==> src/shared/osr_pkg.sv <==
// Constants, unit decoders and reset values for the output slew, setpoint
// ramp and soft start controller.
// Assumes a single 20 MHz clock and a 50 ms sampling period.
//
// How it works
// - Output change per second is clamped only when the computed change exceeds the limit.
// - Slew limit in 0.1 %/s, 1 to 999 valid; 0 or 1000 mean off.
// - Slew limit bypassed in manual, auto-tune, on/off, stop and break output.
// - Slew step applied once per 50 ms tick, rate scaled to the tick.
// - Separate up and down ramp rates 0 to 9999; zero disables that direction.
// - Ramp unit encodes seconds, minutes, hours; minutes by default.
// - Working setpoint advances each tick by rate scaled from its time unit.
// - Ramp from idle starts at measured value; mid-ramp changes continue from it.
// - Ramp stops on input fault, auto-tune, switch to manual, run stop, or value reached.
// - Nonzero rate starts a ramp at power-up, setpoint, run, auto or rate change.
// - Alarms use the final target setpoint while ramping.
// - Soft start runs once after power-up; skipped in manual, stop or input fault.
// - Soft start time 0 is off, 1 to 9999; unit seconds, minutes or hours.
// - Soft start parameter changes apply with elapsed time still counted.
// - Mode selector auto or manual, auto by default, kept across power cycles.
// - With the digital input assigned, mode follows it and mode writes are refused.
// - Switching to manual aborts a running auto-tune.
// - Manual allowed in stop and break; output priority manual, stop, break.
// - In manual only heat, cool and mode writes are accepted.
// - Manual start value is last auto output or stored preset, auto by default.
// - Auto/manual switching allowed for on/off as well as PID control.
// - Output is signed: positive drives heating, negative drives cooling.
// - After power returns in manual, the previous manual output resumes.

package osr_pkg;

  // ---------------------------------------------------------------
  // Timing
  // ---------------------------------------------------------------
  localparam int CLK_HZ         = 20000000;
  localparam int SAMPLE_MS      = 50;
  localparam int TICK_CYCLES    = CLK_HZ / 1000 * SAMPLE_MS;
  localparam int TICKS_PER_SEC  = 1000 / SAMPLE_MS;
  localparam int TICKS_PER_MIN  = TICKS_PER_SEC * 60;
  localparam int TICKS_PER_HOUR = TICKS_PER_MIN * 60;

  // ---------------------------------------------------------------
  // Slew limit
  // ---------------------------------------------------------------
  localparam logic [9:0]  SLEW_MIN   = 10'h001;
  localparam logic [9:0]  SLEW_MAX   = 10'h3e7;
  localparam int          SLEW_DIV   = TICKS_PER_SEC;
  localparam logic [11:0] SLEW_MULT  = 12'h001;

  // ---------------------------------------------------------------
  // Setpoint ramp
  // ---------------------------------------------------------------
  localparam logic [13:0] RAMP_RATE_OFF  = 14'h0000;
  localparam logic [1:0]  RAMP_UNIT_SEC  = 2'h1;
  localparam logic [1:0]  RAMP_UNIT_MIN  = 2'h2;
  localparam logic [1:0]  RAMP_UNIT_HOUR = 2'h3;
  localparam int          RAMP_DIV       = TICKS_PER_HOUR;
  localparam logic [11:0] RAMP_MULT_SEC  = 12'(RAMP_DIV / TICKS_PER_SEC);
  localparam logic [11:0] RAMP_MULT_MIN  = 12'(RAMP_DIV / TICKS_PER_MIN);
  localparam logic [11:0] RAMP_MULT_HOUR = 12'(RAMP_DIV / TICKS_PER_HOUR);

  // ---------------------------------------------------------------
  // Soft start
  // ---------------------------------------------------------------
  localparam logic [13:0] SOFT_TIME_OFF  = 14'h0000;
  localparam logic [1:0]  SOFT_UNIT_SEC  = 2'h0;
  localparam logic [1:0]  SOFT_UNIT_MIN  = 2'h1;
  localparam logic [1:0]  SOFT_UNIT_HOUR = 2'h2;

  // ---------------------------------------------------------------
  // Mode and reset values
  // ---------------------------------------------------------------
  localparam logic        MODE_AUTO    = 1'b0;
  localparam logic        MODE_MANUAL  = 1'b1;
  localparam logic        START_CARRY  = 1'b0;
  localparam logic        START_STORED = 1'b1;
  localparam logic [15:0] OUTPUT_RESET = 16'h0000;
  localparam logic [16:0] FRAC_RESET   = 17'h00000;

  // Ramp rate multiplier towards a per-hour-tick fraction
  function automatic logic [11:0] rampMult(input logic [1:0] unit);
    case (unit)
      RAMP_UNIT_SEC:  rampMult = RAMP_MULT_SEC;
      RAMP_UNIT_HOUR: rampMult = RAMP_MULT_HOUR;
      default:        rampMult = RAMP_MULT_MIN;
    endcase
  endfunction

  // Ticks in one soft start time unit
  function automatic logic [16:0] softTicks(input logic [1:0] unit);
    case (unit)
      SOFT_UNIT_MIN:  softTicks = 17'(TICKS_PER_MIN);
      SOFT_UNIT_HOUR: softTicks = 17'(TICKS_PER_HOUR);
      default:        softTicks = 17'(TICKS_PER_SEC);
    endcase
  endfunction

endpackage

==> src/hw/osr_output_slew_ramp_softstart_ctrl.sv <==
// Output slew limit, setpoint ramp, soft start and auto/manual selection.
// Assumes calculator and settings inputs are on ref_clk; only the
// auto/manual digital input pin is asynchronous.
`timescale 1ns/1ns
`default_nettype none

module osr_output_slew_ramp_softstart_ctrl
  import osr_pkg::*;
#(
  parameter int unsigned TICK_CYCLES_P = TICK_CYCLES
) (
  // Clock and reset
  input  wire logic        ref_clk,
  input  wire logic        rst,
  // Calculator values
  input  wire logic [15:0] calcOutput,
  input  wire logic [15:0] measured_value,
  input  wire logic [15:0] target_setpoint,
  // Control status
  input  wire logic        runEnable,
  input  wire logic        onOffControl,
  input  wire logic        autoTuneActive,
  input  wire logic        autoTuneDone,
  input  wire logic        input_open,
  input  wire logic        input_over_range,
  input  wire logic        input_under_range,
  // Settings
  input  wire logic [9:0]  slewLimit,
  input  wire logic [13:0] rampUpRate,
  input  wire logic [13:0] rampDownRate,
  input  wire logic [1:0]  rampUnit,
  input  wire logic [13:0] softTime,
  input  wire logic [1:0]  softUnit,
  input  wire logic [15:0] softOutput,
  input  wire logic [15:0] stopOutput,
  input  wire logic [15:0] breakOutput,
  input  wire logic [15:0] stored_manual_start,
  input  wire logic        manualStartSel,
  // Writes
  input  wire logic        modeWrite,
  input  wire logic        modeWriteData,
  input  wire logic        heatWrite,
  input  wire logic [9:0]  heat_output_value,
  input  wire logic        coolWrite,
  input  wire logic [9:0]  cool_output_value,
  input  wire logic        paramWrite,
  // Digital input
  input  wire logic        dinAssigned,
  input  wire logic        dinManualPin,
  // Retained state from the settings store
  input  wire logic        restoreMode,
  input  wire logic [15:0] restoreManualOutput,
  // Results
  output logic [15:0]      manipulated_output_pct,
  output logic [15:0]      working_setpoint,
  output logic [15:0]      alarmSetpoint,
  output logic             rampActive,
  output logic             softStartActive,
  output logic             manualMode,
  output logic [15:0]      heldManualOutput,
  output logic             abortAutoTune,
  output logic             writeReject
);

  logic        tick;
  logic        dinSync1_q;
  logic        dinSync2_q;
  logic        startup_q;
  logic        manual_q;
  logic [15:0] manualOut_q;
  logic        modeReq;
  logic        inputFault;
  logic        firstTick_q;
  logic        atDoneSeen_q;
  logic [15:0] prevTarget_q;
  logic        prevRun_q;
  logic        prevManual_q;
  logic [13:0] prevUp_q;
  logic [13:0] prevDown_q;
  logic [1:0]  prevUnit_q;
  logic        startEvt;
  logic        stopEvt;
  logic [16:0] wspFrac_q;
  logic [16:0] slewFrac_q;
  logic [29:0] softElapsed_q;
  logic        softDone_q;
  logic [29:0] softLimit;
  logic        softRunNow;
  logic signed [16:0] rampBase;
  logic signed [16:0] rampTarget;
  logic signed [16:0] rampNext;
  logic        rampUp;
  logic [13:0] rampRate;
  logic [15:0] rampStep;
  logic [16:0] rampFracOut;
  logic signed [16:0] outNow;
  logic signed [16:0] outCalc;
  logic signed [16:0] slewNext;
  logic [15:0] slewStep;
  logic [16:0] slewFracOut;
  logic        slewOn;

  // ---------------------------------------------------------------
  // Tick and step helpers
  // ---------------------------------------------------------------
  osr_tick_gen #(
    .CYCLES (TICK_CYCLES_P)
  ) u_tick (
    .ref_clk (ref_clk),
    .rst     (rst),
    .tick    (tick)
  );

  osr_rate_step #(
    .DIV (RAMP_DIV)
  ) u_ramp_step (
    .fracIn  (rampActive ? wspFrac_q : FRAC_RESET),
    .rate    (rampRate),
    .mult    (rampMult(rampUnit)),
    .step    (rampStep),
    .fracOut (rampFracOut)
  );

  osr_rate_step #(
    .DIV (SLEW_DIV)
  ) u_slew_step (
    .fracIn  (slewFrac_q),
    .rate    ({4'h0, slewLimit}),
    .mult    (SLEW_MULT),
    .step    (slewStep),
    .fracOut (slewFracOut)
  );

  // ---------------------------------------------------------------
  // Auto/manual mode
  // ---------------------------------------------------------------
  always_ff @(posedge ref_clk or posedge rst) begin
    if (rst) begin
      dinSync1_q <= 1'b0;
      dinSync2_q <= 1'b0;
    end else begin
      dinSync1_q <= dinManualPin;
      dinSync2_q <= dinSync1_q;
    end
  end

  always_comb begin
    if (dinAssigned) begin
      modeReq = dinSync2_q;
    end else if (modeWrite) begin
      modeReq = modeWriteData;
    end else begin
      modeReq = manual_q;
    end
  end

  always_ff @(posedge ref_clk or posedge rst) begin
    if (rst) begin
      startup_q   <= 1'b1;
      manual_q    <= MODE_AUTO;
      manualOut_q <= OUTPUT_RESET;
    end else if (startup_q) begin
      startup_q   <= 1'b0;
      manual_q    <= restoreMode;
      manualOut_q <= restoreManualOutput;
    end else begin
      manual_q <= modeReq;
      if (manual_q == MODE_AUTO && modeReq == MODE_MANUAL) begin
        if (manualStartSel == START_STORED) begin
          manualOut_q <= stored_manual_start;
        end else begin
          manualOut_q <= manipulated_output_pct;
        end
      end else if (manual_q && heatWrite) begin
        manualOut_q <= {6'h00, heat_output_value};
      end else if (manual_q && coolWrite) begin
        manualOut_q <= 16'h0000 - {6'h00, cool_output_value};
      end
    end
  end

  always_ff @(posedge ref_clk or posedge rst) begin
    if (rst) begin
      abortAutoTune <= 1'b0;
      writeReject   <= 1'b0;
    end else begin
      abortAutoTune <= !startup_q && !manual_q && modeReq
                       && autoTuneActive;
      writeReject   <= (paramWrite && manual_q)
                       || (modeWrite && dinAssigned);
    end
  end

  assign manualMode       = manual_q;
  assign heldManualOutput = manualOut_q;

  // ---------------------------------------------------------------
  // Ramp events
  // ---------------------------------------------------------------
  assign inputFault = input_open | input_over_range | input_under_range;

  always_comb begin
    startEvt = firstTick_q
               || (target_setpoint != prevTarget_q)
               || (runEnable && !prevRun_q)
               || (!manual_q && prevManual_q)
               || (rampUpRate != prevUp_q)
               || (rampDownRate != prevDown_q)
               || (rampUnit != prevUnit_q);
    stopEvt  = inputFault || autoTuneActive || atDoneSeen_q
               || (manual_q && !prevManual_q)
               || (!runEnable && prevRun_q)
               || (measured_value == target_setpoint);
  end

  always_ff @(posedge ref_clk or posedge rst) begin
    if (rst) begin
      firstTick_q  <= 1'b1;
      atDoneSeen_q <= 1'b0;
      prevTarget_q <= OUTPUT_RESET;
      prevRun_q    <= 1'b0;
      prevManual_q <= MODE_AUTO;
      prevUp_q     <= RAMP_RATE_OFF;
      prevDown_q   <= RAMP_RATE_OFF;
      prevUnit_q   <= RAMP_UNIT_MIN;
    end else begin
      if (autoTuneDone) begin
        atDoneSeen_q <= 1'b1;
      end else if (tick) begin
        atDoneSeen_q <= 1'b0;
      end
      if (tick) begin
        firstTick_q  <= 1'b0;
        prevTarget_q <= target_setpoint;
        prevRun_q    <= runEnable;
        prevManual_q <= manual_q;
        prevUp_q     <= rampUpRate;
        prevDown_q   <= rampDownRate;
        prevUnit_q   <= rampUnit;
      end
    end
  end

  // ---------------------------------------------------------------
  // Setpoint ramp
  // ---------------------------------------------------------------
  always_comb begin
    if (rampActive) begin
      rampBase = 17'($signed(working_setpoint));
    end else begin
      rampBase = 17'($signed(measured_value));
    end
    rampTarget = 17'($signed(target_setpoint));
    rampUp     = rampTarget > rampBase;
    rampRate   = rampUp ? rampUpRate : rampDownRate;
    if (rampUp) begin
      rampNext = rampBase + $signed({1'b0, rampStep});
    end else begin
      rampNext = rampBase - $signed({1'b0, rampStep});
    end
  end

  always_ff @(posedge ref_clk or posedge rst) begin
    if (rst) begin
      rampActive       <= 1'b0;
      working_setpoint <= OUTPUT_RESET;
      wspFrac_q        <= FRAC_RESET;
      alarmSetpoint    <= OUTPUT_RESET;
    end else begin
      alarmSetpoint <= target_setpoint;
      if (tick) begin
        if (!stopEvt && (startEvt || rampActive)
            && rampRate != RAMP_RATE_OFF
            && rampBase != rampTarget
            && (rampUp ? rampNext < rampTarget
                       : rampNext > rampTarget)) begin
          rampActive       <= 1'b1;
          working_setpoint <= rampNext[15:0];
          wspFrac_q        <= rampFracOut;
        end else begin
          rampActive       <= 1'b0;
          working_setpoint <= target_setpoint;
          wspFrac_q        <= FRAC_RESET;
        end
      end
    end
  end

  // ---------------------------------------------------------------
  // Soft start
  // ---------------------------------------------------------------
  always_comb begin
    softLimit  = 30'(softTime) * 30'(softTicks(softUnit));
    softRunNow = !softDone_q && !manual_q && runEnable && !inputFault
                 && softTime != SOFT_TIME_OFF
                 && softElapsed_q < softLimit;
  end

  always_ff @(posedge ref_clk or posedge rst) begin
    if (rst) begin
      softDone_q      <= 1'b0;
      softStartActive <= 1'b0;
      softElapsed_q   <= '0;
    end else if (tick) begin
      if (softRunNow) begin
        softStartActive <= 1'b1;
        softElapsed_q   <= softElapsed_q + 30'h00000001;
      end else begin
        softStartActive <= 1'b0;
        softDone_q      <= 1'b1;
      end
    end
  end

  // ---------------------------------------------------------------
  // Output selection and slew limit
  // ---------------------------------------------------------------
  always_comb begin
    slewOn  = slewLimit >= SLEW_MIN && slewLimit <= SLEW_MAX;
    outNow  = 17'($signed(manipulated_output_pct));
    outCalc = 17'($signed(calcOutput));
    if (outCalc > outNow) begin
      slewNext = outNow + $signed({1'b0, slewStep});
    end else begin
      slewNext = outNow - $signed({1'b0, slewStep});
    end
  end

  always_ff @(posedge ref_clk or posedge rst) begin
    if (rst) begin
      manipulated_output_pct <= OUTPUT_RESET;
      slewFrac_q             <= FRAC_RESET;
    end else if (startup_q) begin
      manipulated_output_pct <= restoreMode ? restoreManualOutput
                                            : OUTPUT_RESET;
    end else if (tick) begin
      slewFrac_q <= FRAC_RESET;
      if (manual_q) begin
        manipulated_output_pct <= manualOut_q;
      end else if (!runEnable) begin
        manipulated_output_pct <= stopOutput;
      end else if (inputFault) begin
        manipulated_output_pct <= breakOutput;
      end else if (softRunNow) begin
        manipulated_output_pct <= softOutput;
      end else if (autoTuneActive || onOffControl || !slewOn) begin
        manipulated_output_pct <= calcOutput;
      end else if (outCalc > outNow ? slewNext < outCalc
                                    : slewNext > outCalc) begin
        manipulated_output_pct <= slewNext[15:0];
        slewFrac_q             <= slewFracOut;
      end else begin
        manipulated_output_pct <= calcOutput;
      end
    end
  end

endmodule

`default_nettype wire

==> src/hw/osr_tick_gen.sv <==
// Sampling tick generator.
// Assumes ref_clk is the only clock; emits a one-cycle tick per period.
`timescale 1ns/1ns
`default_nettype none

module osr_tick_gen #(
  parameter int unsigned CYCLES = 1000000
) (
  // Clock and reset
  input  wire logic ref_clk,
  input  wire logic rst,
  // Tick
  output logic      tick
);

  localparam int W = $clog2(CYCLES);
  localparam logic [W-1:0] LAST = W'(CYCLES - 1);

  logic [W-1:0] count_q;

  // ---------------------------------------------------------------
  // Period counter
  // ---------------------------------------------------------------
  always_ff @(posedge ref_clk or posedge rst) begin
    if (rst) begin
      count_q <= '0;
      tick    <= 1'b0;
    end else begin
      tick <= (count_q == LAST);
      if (count_q == LAST) begin
        count_q <= '0;
      end else begin
        count_q <= count_q + W'(1);
      end
    end
  end

endmodule

`default_nettype wire

==> src/hw/osr_rate_step.sv <==
// Per-tick step of a rate with fractional carry.
// Assumes rate times mult plus fraction stays below 2^32.
`timescale 1ns/1ns
`default_nettype none

module osr_rate_step #(
  parameter int DIV = 20
) (
  // Operands
  input  wire logic [16:0] fracIn,
  input  wire logic [13:0] rate,
  input  wire logic [11:0] mult,
  // Result
  output logic      [15:0] step,
  output logic      [16:0] fracOut
);

  localparam logic [31:0] DIV_W = 32'(DIV);

  logic [31:0] sum;
  logic [31:0] quot;
  logic [31:0] rem;

  // ---------------------------------------------------------------
  // Whole step and carried remainder
  // ---------------------------------------------------------------
  always_comb begin
    sum     = 32'(fracIn) + 32'(rate) * 32'(mult);
    quot    = sum / DIV_W;
    rem     = sum % DIV_W;
    step    = quot[15:0];
    fracOut = rem[16:0];
  end

endmodule

`default_nettype wire

==> config.mk <==
export PLATFORM = sky130hd
export DESIGN_NAME = osr_output_slew_ramp_softstart_ctrl
export DESIGN_NICKNAME = d
export VERILOG_FILES = /design/src/shared/osr_pkg.sv /design/src/hw/osr_output_slew_ramp_softstart_ctrl.sv /design/src/hw/osr_tick_gen.sv /design/src/hw/osr_rate_step.sv
export SDC_FILE = /design/constraint.sdc
export NUM_CORES = 2
export LEC_CHECK = 0
export BUFFER_PORTS_ARGS = -buffer_cell sky130_fd_sc_hd__buf_2
export CAP_MARGIN = 20
export CORE_MARGIN = 1
export CORE_UTILIZATION = 65
export CTS_CLUSTER_DIAMETER = 50
export DETAILED_ROUTE_END_ITERATION = 16
export GPL_TIMING_DRIVEN = 0
export MAX_ROUTING_LAYER = met4
export PLACE_DENSITY_LB_ADDON = 0.3
export SLEW_MARGIN = 20
export SYNTH_ARGS = -nofsm -noshare
export SYNTH_HDL_FRONTEND = slang
export SYNTH_SLANG_ARGS = --single-unit
==> constraint.sdc <==
create_clock -name ref_clk -period 48.1 [get_ports ref_clk]
set_input_delay 12.025 -clock ref_clk [delete_from_list [all_inputs] [get_ports ref_clk]]
set_output_delay 12.025 -clock ref_clk [all_outputs]
set_load 0.02 [all_outputs]
# --- Yosys cells after proc, flatten, opt, wreduce, memory -nomap -nowiden ---
# Cells that the tools add are included.
classes:
  add_sub_neg: 9
  multipliers: 2
  n_div: 4
  magnitude_cmp: 9
  n_eq_ne: 11
  n_mux: 39
  bitwise_logic: 5
  n_reduce_logical: 54
op_table:
  columns: ["cell", "count"]
  rows:
  - ["two-way mux 16 bit", 15]
  - ["two-way mux 17 bit", 11]
  - ["> comparator 17 x 16 -> 1 bit", 2]
  - ["less-than comparator 17 x 16 -> 1 bit", 2]
  - ["case mux 17 bit (2 select lines)", 1]
  - ["divider 32 x 17 -> 32 bit (second input constant)", 1]
  - ["divider 32 x 5 -> 32 bit (second input constant)", 1]
  - ["remainder unit 32 x 17 -> 32 bit (second input constant)", 1]
  - ["remainder unit 32 x 5 -> 32 bit (second input constant)", 1]
  - ["adder 30 x 1 -> 30 bit (second input constant)", 1]
  - ["less-than comparator 30 bit", 1]
  - ["multiplier 14 x 17 -> 30 bit", 1]
  - ["inequality test 14 bit", 2]
  - ["nonzero test 14 bit", 2]
  - ["adder 17 x 26 -> 27 bit", 1]
  - ["multiplier 14 x 12 -> 26 bit", 1]
  - ["case mux 12 bit (2 select lines)", 1]
  - ["logical AND 1 bit", 22]
  - ["adder 20 x 1 -> 20 bit (second input constant)", 1]
  - ["equality test 20 bit (second input constant)", 1]
  - ["two-way mux 20 bit", 1]
  - ["adder 17 x 10 -> 18 bit", 1]
  - ["adder 16 x 17 -> 17 bit", 1]
  - ["adder 17 bit", 1]
  - ["22 further kinds", 60]
word_totals:
  register_bits: 208
  inputBits: 222
  output_inout_bits: 69
  word_cells: 159

# --- Depth between registers and ports, before layout ---
depth:
  depth_word: 14
  mapped_depth: 120

# --- Modules after synthesis ---
# Synthesis repeated with hierarchy kept, for this count alone.
unflattened:
  cells_unflattened: 5114
  area_unflattened_um2: 42092.9
by_module_without_submodules:
  columns: ["mod", "n_inst", "cells_per_inst", "area_each_um2"]
  rows:
  - ["osr_output_slew_ramp_softstart_ctrl", 1, 2126, 19193.4]
  - ["osr_rate_step (u_ramp_step)", 1, 1578, 11863.9]
  - ["osr_rate_step (u_slew_step)", 1, 1313, 10038.4]
  - ["osr_tick_gen", 1, 97, 997.2]

# --- Worst setup path after synthesis ---
# Ideal clock, no wire load.
synth_timing:
  path_type: "input-to-reg"
  startpoint: "in measured_value[1]"
  endpoint: "reg wspFrac_q[12]"
  arrival_time_ps: 33789
  path_slack_ps: 14176
  stages: 110
  path_cell_list: "mux2i_1 ha_1 nor2b_1 o21ai_0 nand2b_1 a21oi_1 nor2b_1 o21ai_0 nand2b_1 a21oi_1 nor2b_1 o21ai_0 nand2b_1 a21oi_1 nor2b_1 o21ai_0 nand2b_1 a21oi_1 (+74 left out) a21o_1 a21oi_1 nor2_1 o21ai_0 nand2b_1 a21oi_1 xnor2_1 xnor2_1 ha_1 nand4_1 nor4_1 nand4_1 nand3_1 o21ai_0 nand3_1 buf_1 clkbuf_1 o31ai_1"
synth_between:
  elab_chain_cells: 12
  elab_cells_between_ends: 23
synth_lines:
  columns: ["element", "line", "source"]
  rows:
  - ["start, declared", "osr_output_slew_ramp_softstart_ctrl.sv:17", "input wire logic [15:0] measured_value,"]
  - ["two-way mux 17 bit", "osr_output_slew_ramp_softstart_ctrl.sv:248", "if (rampActive) begin"]
  - ["> comparator 16 x 17 -> 1 bit", "osr_output_slew_ramp_softstart_ctrl.sv:254", "rampUp = rampTarget > rampBase;"]
  - ["two-way mux 14 bit", "osr_output_slew_ramp_softstart_ctrl.sv:255", "rampRate = rampUp ? rampUpRate : rampDownRate;"]
  - ["multiplier 14 x 12 -> 26 bit", "osr_rate_step.sv:28", "sum = 32'(fracIn) + 32'(rate) * 32'(mult);"]
  - ["adder 17 x 26 -> 27 bit", "osr_rate_step.sv:28", null]
  - ["divider 32 x 17 -> 32 bit", "osr_rate_step.sv:29", "quot = sum / DIV_W;"]
  - ["subtractor 17 bit or adder 17 bit (tied branches)", "osr_output_slew_ramp_softstart_ctrl.sv:259, osr_output_slew_ramp_softstart_ctrl.sv:257", null]
  - ["two-way mux 17 bit", "osr_output_slew_ramp_softstart_ctrl.sv:256", "if (rampUp) begin"]
  - ["> comparator 17 x 16 -> 1 bit or less-than comparator 17 x 16 -> 1 bit (tied branches)", "osr_output_slew_ramp_softstart_ctrl.sv:276, osr_output_slew_ramp_softstart_ctrl.sv:275", null]
  - ["two-way mux 1 bit", "osr_output_slew_ramp_softstart_ctrl.sv:275", "&& (rampUp ? rampNext < rampTarget"]
  - ["logical AND 1 bit", "osr_output_slew_ramp_softstart_ctrl.sv:275", null]
  - ["two-way mux 17 bit (*)", "osr_output_slew_ramp_softstart_ctrl.sv:272", "if (!stopEvt && (startEvt || rampActive)"]
  - ["end signal, assigned", "osr_output_slew_ramp_softstart_ctrl.sv:279", "wspFrac_q <= rampFracOut;"]
  - ["end, declared", "osr_output_slew_ramp_softstart_ctrl.sv:83", "logic [16:0] wspFrac_q;"]
# Mark *: on every way between the ends. The rest lies on a longest branch, timed or not.
# A chain may end at the register's enable or synchronous reset.

# --- Worst setup path in the final report ---
layout_timing:
  startpoint: "in measured_value[1]"
  endpoint: "reg wspFrac_q[14]"
# The elaborated chain is that of the path after synthesis.

==> results.tsv <==
metric	value	unit
status	complete, no violations	
place_area	34000	um^2
layout.cells.non_filler	4711	
ys.flop_type	dfrtp_1	
drt_iter0_markers	2800	
cp_max_fo	10	
dr.pass1.iters	6	
setup_tns	0	ns
grt_usage	39.0	%
ioPinCount	291	
dpl.hpwl	76500	um
netlist_top_cells_count	inv_1 (402), ha_1 (367), nand2_1 (269)	
startpoint_type	input port	
rows	80	
antenna_found_initial	2	
cp_slowest_stage_delay	0.67	ns
synth_edf_count	0	
grt_pass1_wl	150000	um
final_area	34900	um^2
ys_async_sr_fraction	100	%
drv_cap	0	
drt_wl_total	94400	um
r2r-end	wspFrac_q[14]	
cp.arrival	38.50	ns
cts_buffers	28	
min_period	38.06	ns
hold_start	dinSync1_q	
fin_crit_sh	79.1	%
vias	29700	
fin_nets	4829	
synth_area_leader_cell	dfrtp_1	
required	48.54	ns
r2r_cells	110	
cts_hold_repair.buffers	0	
ctsLongestPathBuffers	3	
yosys.area.top_type_share	16.2	%
synth_area	31700	um^2
root_buffer	clkbuf_16	
hold_path.class	reg -> reg	
relSlewSlack	19.2	%
cp_top_family	compound AO/OA/AOI/OAI gates	
die_w	223	um
min_path_cells	0	
ant_nets	0	
tightestPinTransition	1.20	ns
globalRouteOverflowTotal	0	
path_buf_inv	13	
netlist_top_cells_area	dfrtp_1 (16%), ha_1 (14%), fa_1 (11%)	
rsz0062_at_grt	no	
slew_viol_final	0	
synth_nets	4509	
drive_gt1_share	13.5	%
reg2reg_from	rampActive	
fp.coreArea	47900	um^2
finalHoldViolCount	0	
synth-seq-area-share	16.4	%
cts.sinks	208	
viasPerCell	6.30	
cpMaxStageDelayCell	mux2i_1	
critPathKind	in -> reg	
grt_pass1_vias	28700	
setup_viol	0	
cts_setup_buffers	0	
die_h	223	um
worstSetupEndpointType	register	
multiInputGateArea	24400	um^2
holdPathEnd	dinSync2_q	
worst-r2r-setup-slack	19.93	ns
clk_latency	0.59	ns
route.detailed.drc	0	
clk_pin_slew_worst_paths	0.06	ns
wl_per_cell	20.0	um
start_util	66.1	%
yosys_warnings	0	
grt_max_degree	105	
cts_tree	yes	
avgSynthCellArea	8.45	um^2
place_congestion	0.991	
yosysMostFrequentCell	inv_1	
seq_area	5210	um^2
area_delta_synth_final	10.1	%
ys_ff_latch	208	
cts_resized	0	
ys_types	129	
finalClockSkew	0.0341	ns
post-place-cells	4655	
htree_num_levels	1	
n_fill_cell	3700	
synth_cells	3750	
io_buffers	287	
dieArea	49700	um^2
fmax	26.3	MHz
fin_util	72.8	%
flip-flops by register name, indices dropped and copies added (netlist names), 2 cells and up:
name,flops
alarmSetpoint,16
heldManualOutput,16
manipulated_output_pct,16
prevDown_q,14
prevTarget_q,16
prevUnit_q,2
prevUp_q,14
slewFrac_q,17
softElapsed_q,30
u_tick.count_q,20
working_setpoint,16
wspFrac_q,17
how the worst max path moves through the flow:
stage                      start             to  depth (start not counted)
3_5_place_dp   measured_value[1]  wspFrac_q[14]                        110
2_1_floorplan  measured_value[1]  wspFrac_q[12]                        110
3_3_place_gp   measured_value[1]  wspFrac_q[15]                        111
4_1_cts        measured_value[1]  wspFrac_q[14]                        110
5_1_grt        measured_value[1]  wspFrac_q[14]                        110
6_report       measured_value[1]  wspFrac_q[14]                        109
routing by layer:
metal  track usage, %  routed length [um]  part of all wire (%)  up-vias
li1                 -                   -                     -    13900
met1             47.2               38500                    41    14300
met2             63.3               44200                    47     1205
met3             5.22                5870                   6.2      267
met4             21.4                5900                   6.2        0
met5                -                   0                     0        -
through the flow:
step	hold WS (ns)	setup WS (ns)
after CTS	0.362	10.50
after floorplan	0.331	14.18
after global placement	0.334	10.42
final	0.362	10.04
after global routing	0.374	8.51
after detailed placement	0.345	10.07
worst register-to-register path, delay by kind of cell, from the launching register on:
kind                     cells  cell delay (ns)
AO/OA/AOI/OAI               52            11.90
XOR/XNOR                     2             0.34
adder cells (fa/ha/maj)     10             3.69
buffers and inverters       14             4.07
flip-flops                   1             0.38
multiplexers                 8             3.59
AND/OR/NAND/NOR             24             4.06
cell families after synthesis:
logic type,Yosys count,share of synthesized area [%]
AND/OR/NAND/NOR,1069,17.0
XOR/XNOR,284,7.89
adder cells (fa/ha/maj),552,25.7
AO/OA/AOI/OAI,914,20.2
buffers and inverters,538,6.58
flip-flops,208,16.4
multiplexers,184,6.22
other,1,0.0118
placed cells by master, fill, tap and decap left out, types with 32 or more instances in the layout:
master and count:
xor2_1 116, nand4_1 49, nand2_1 269, mux2i_1 107, clkbuf_1 101, nor3_1 67, nor4_1 32, a21o_1 71
fa_1 170, dfrtp_1 205, xnor2_1 166, a211oi_1 49, o21ai_0 201, o211ai_1 56, nand3_1 70, mux2_2 69
nor2_1 257, a21oi_1 192, nand2b_1 45, buf_2 308, nor2b_1 55, ha_1 367, inv_1 401, a31oi_1 38
and2_1 81
area by class of cell:
class	count	share of cell area, %
antenna	6	0.0430
tap	615	2.20
timing repair buffer	290	4.29
buffer	136	1.65
clock buffer	38	2.23
multi-input combinational	3004	69.9
clock inverter	12	0.387
inverter	402	4.34
sequential	208	14.9
Power is not shown: default switching activity piles up to over one toggle a cycle in this logic, so the estimate is an artifact.
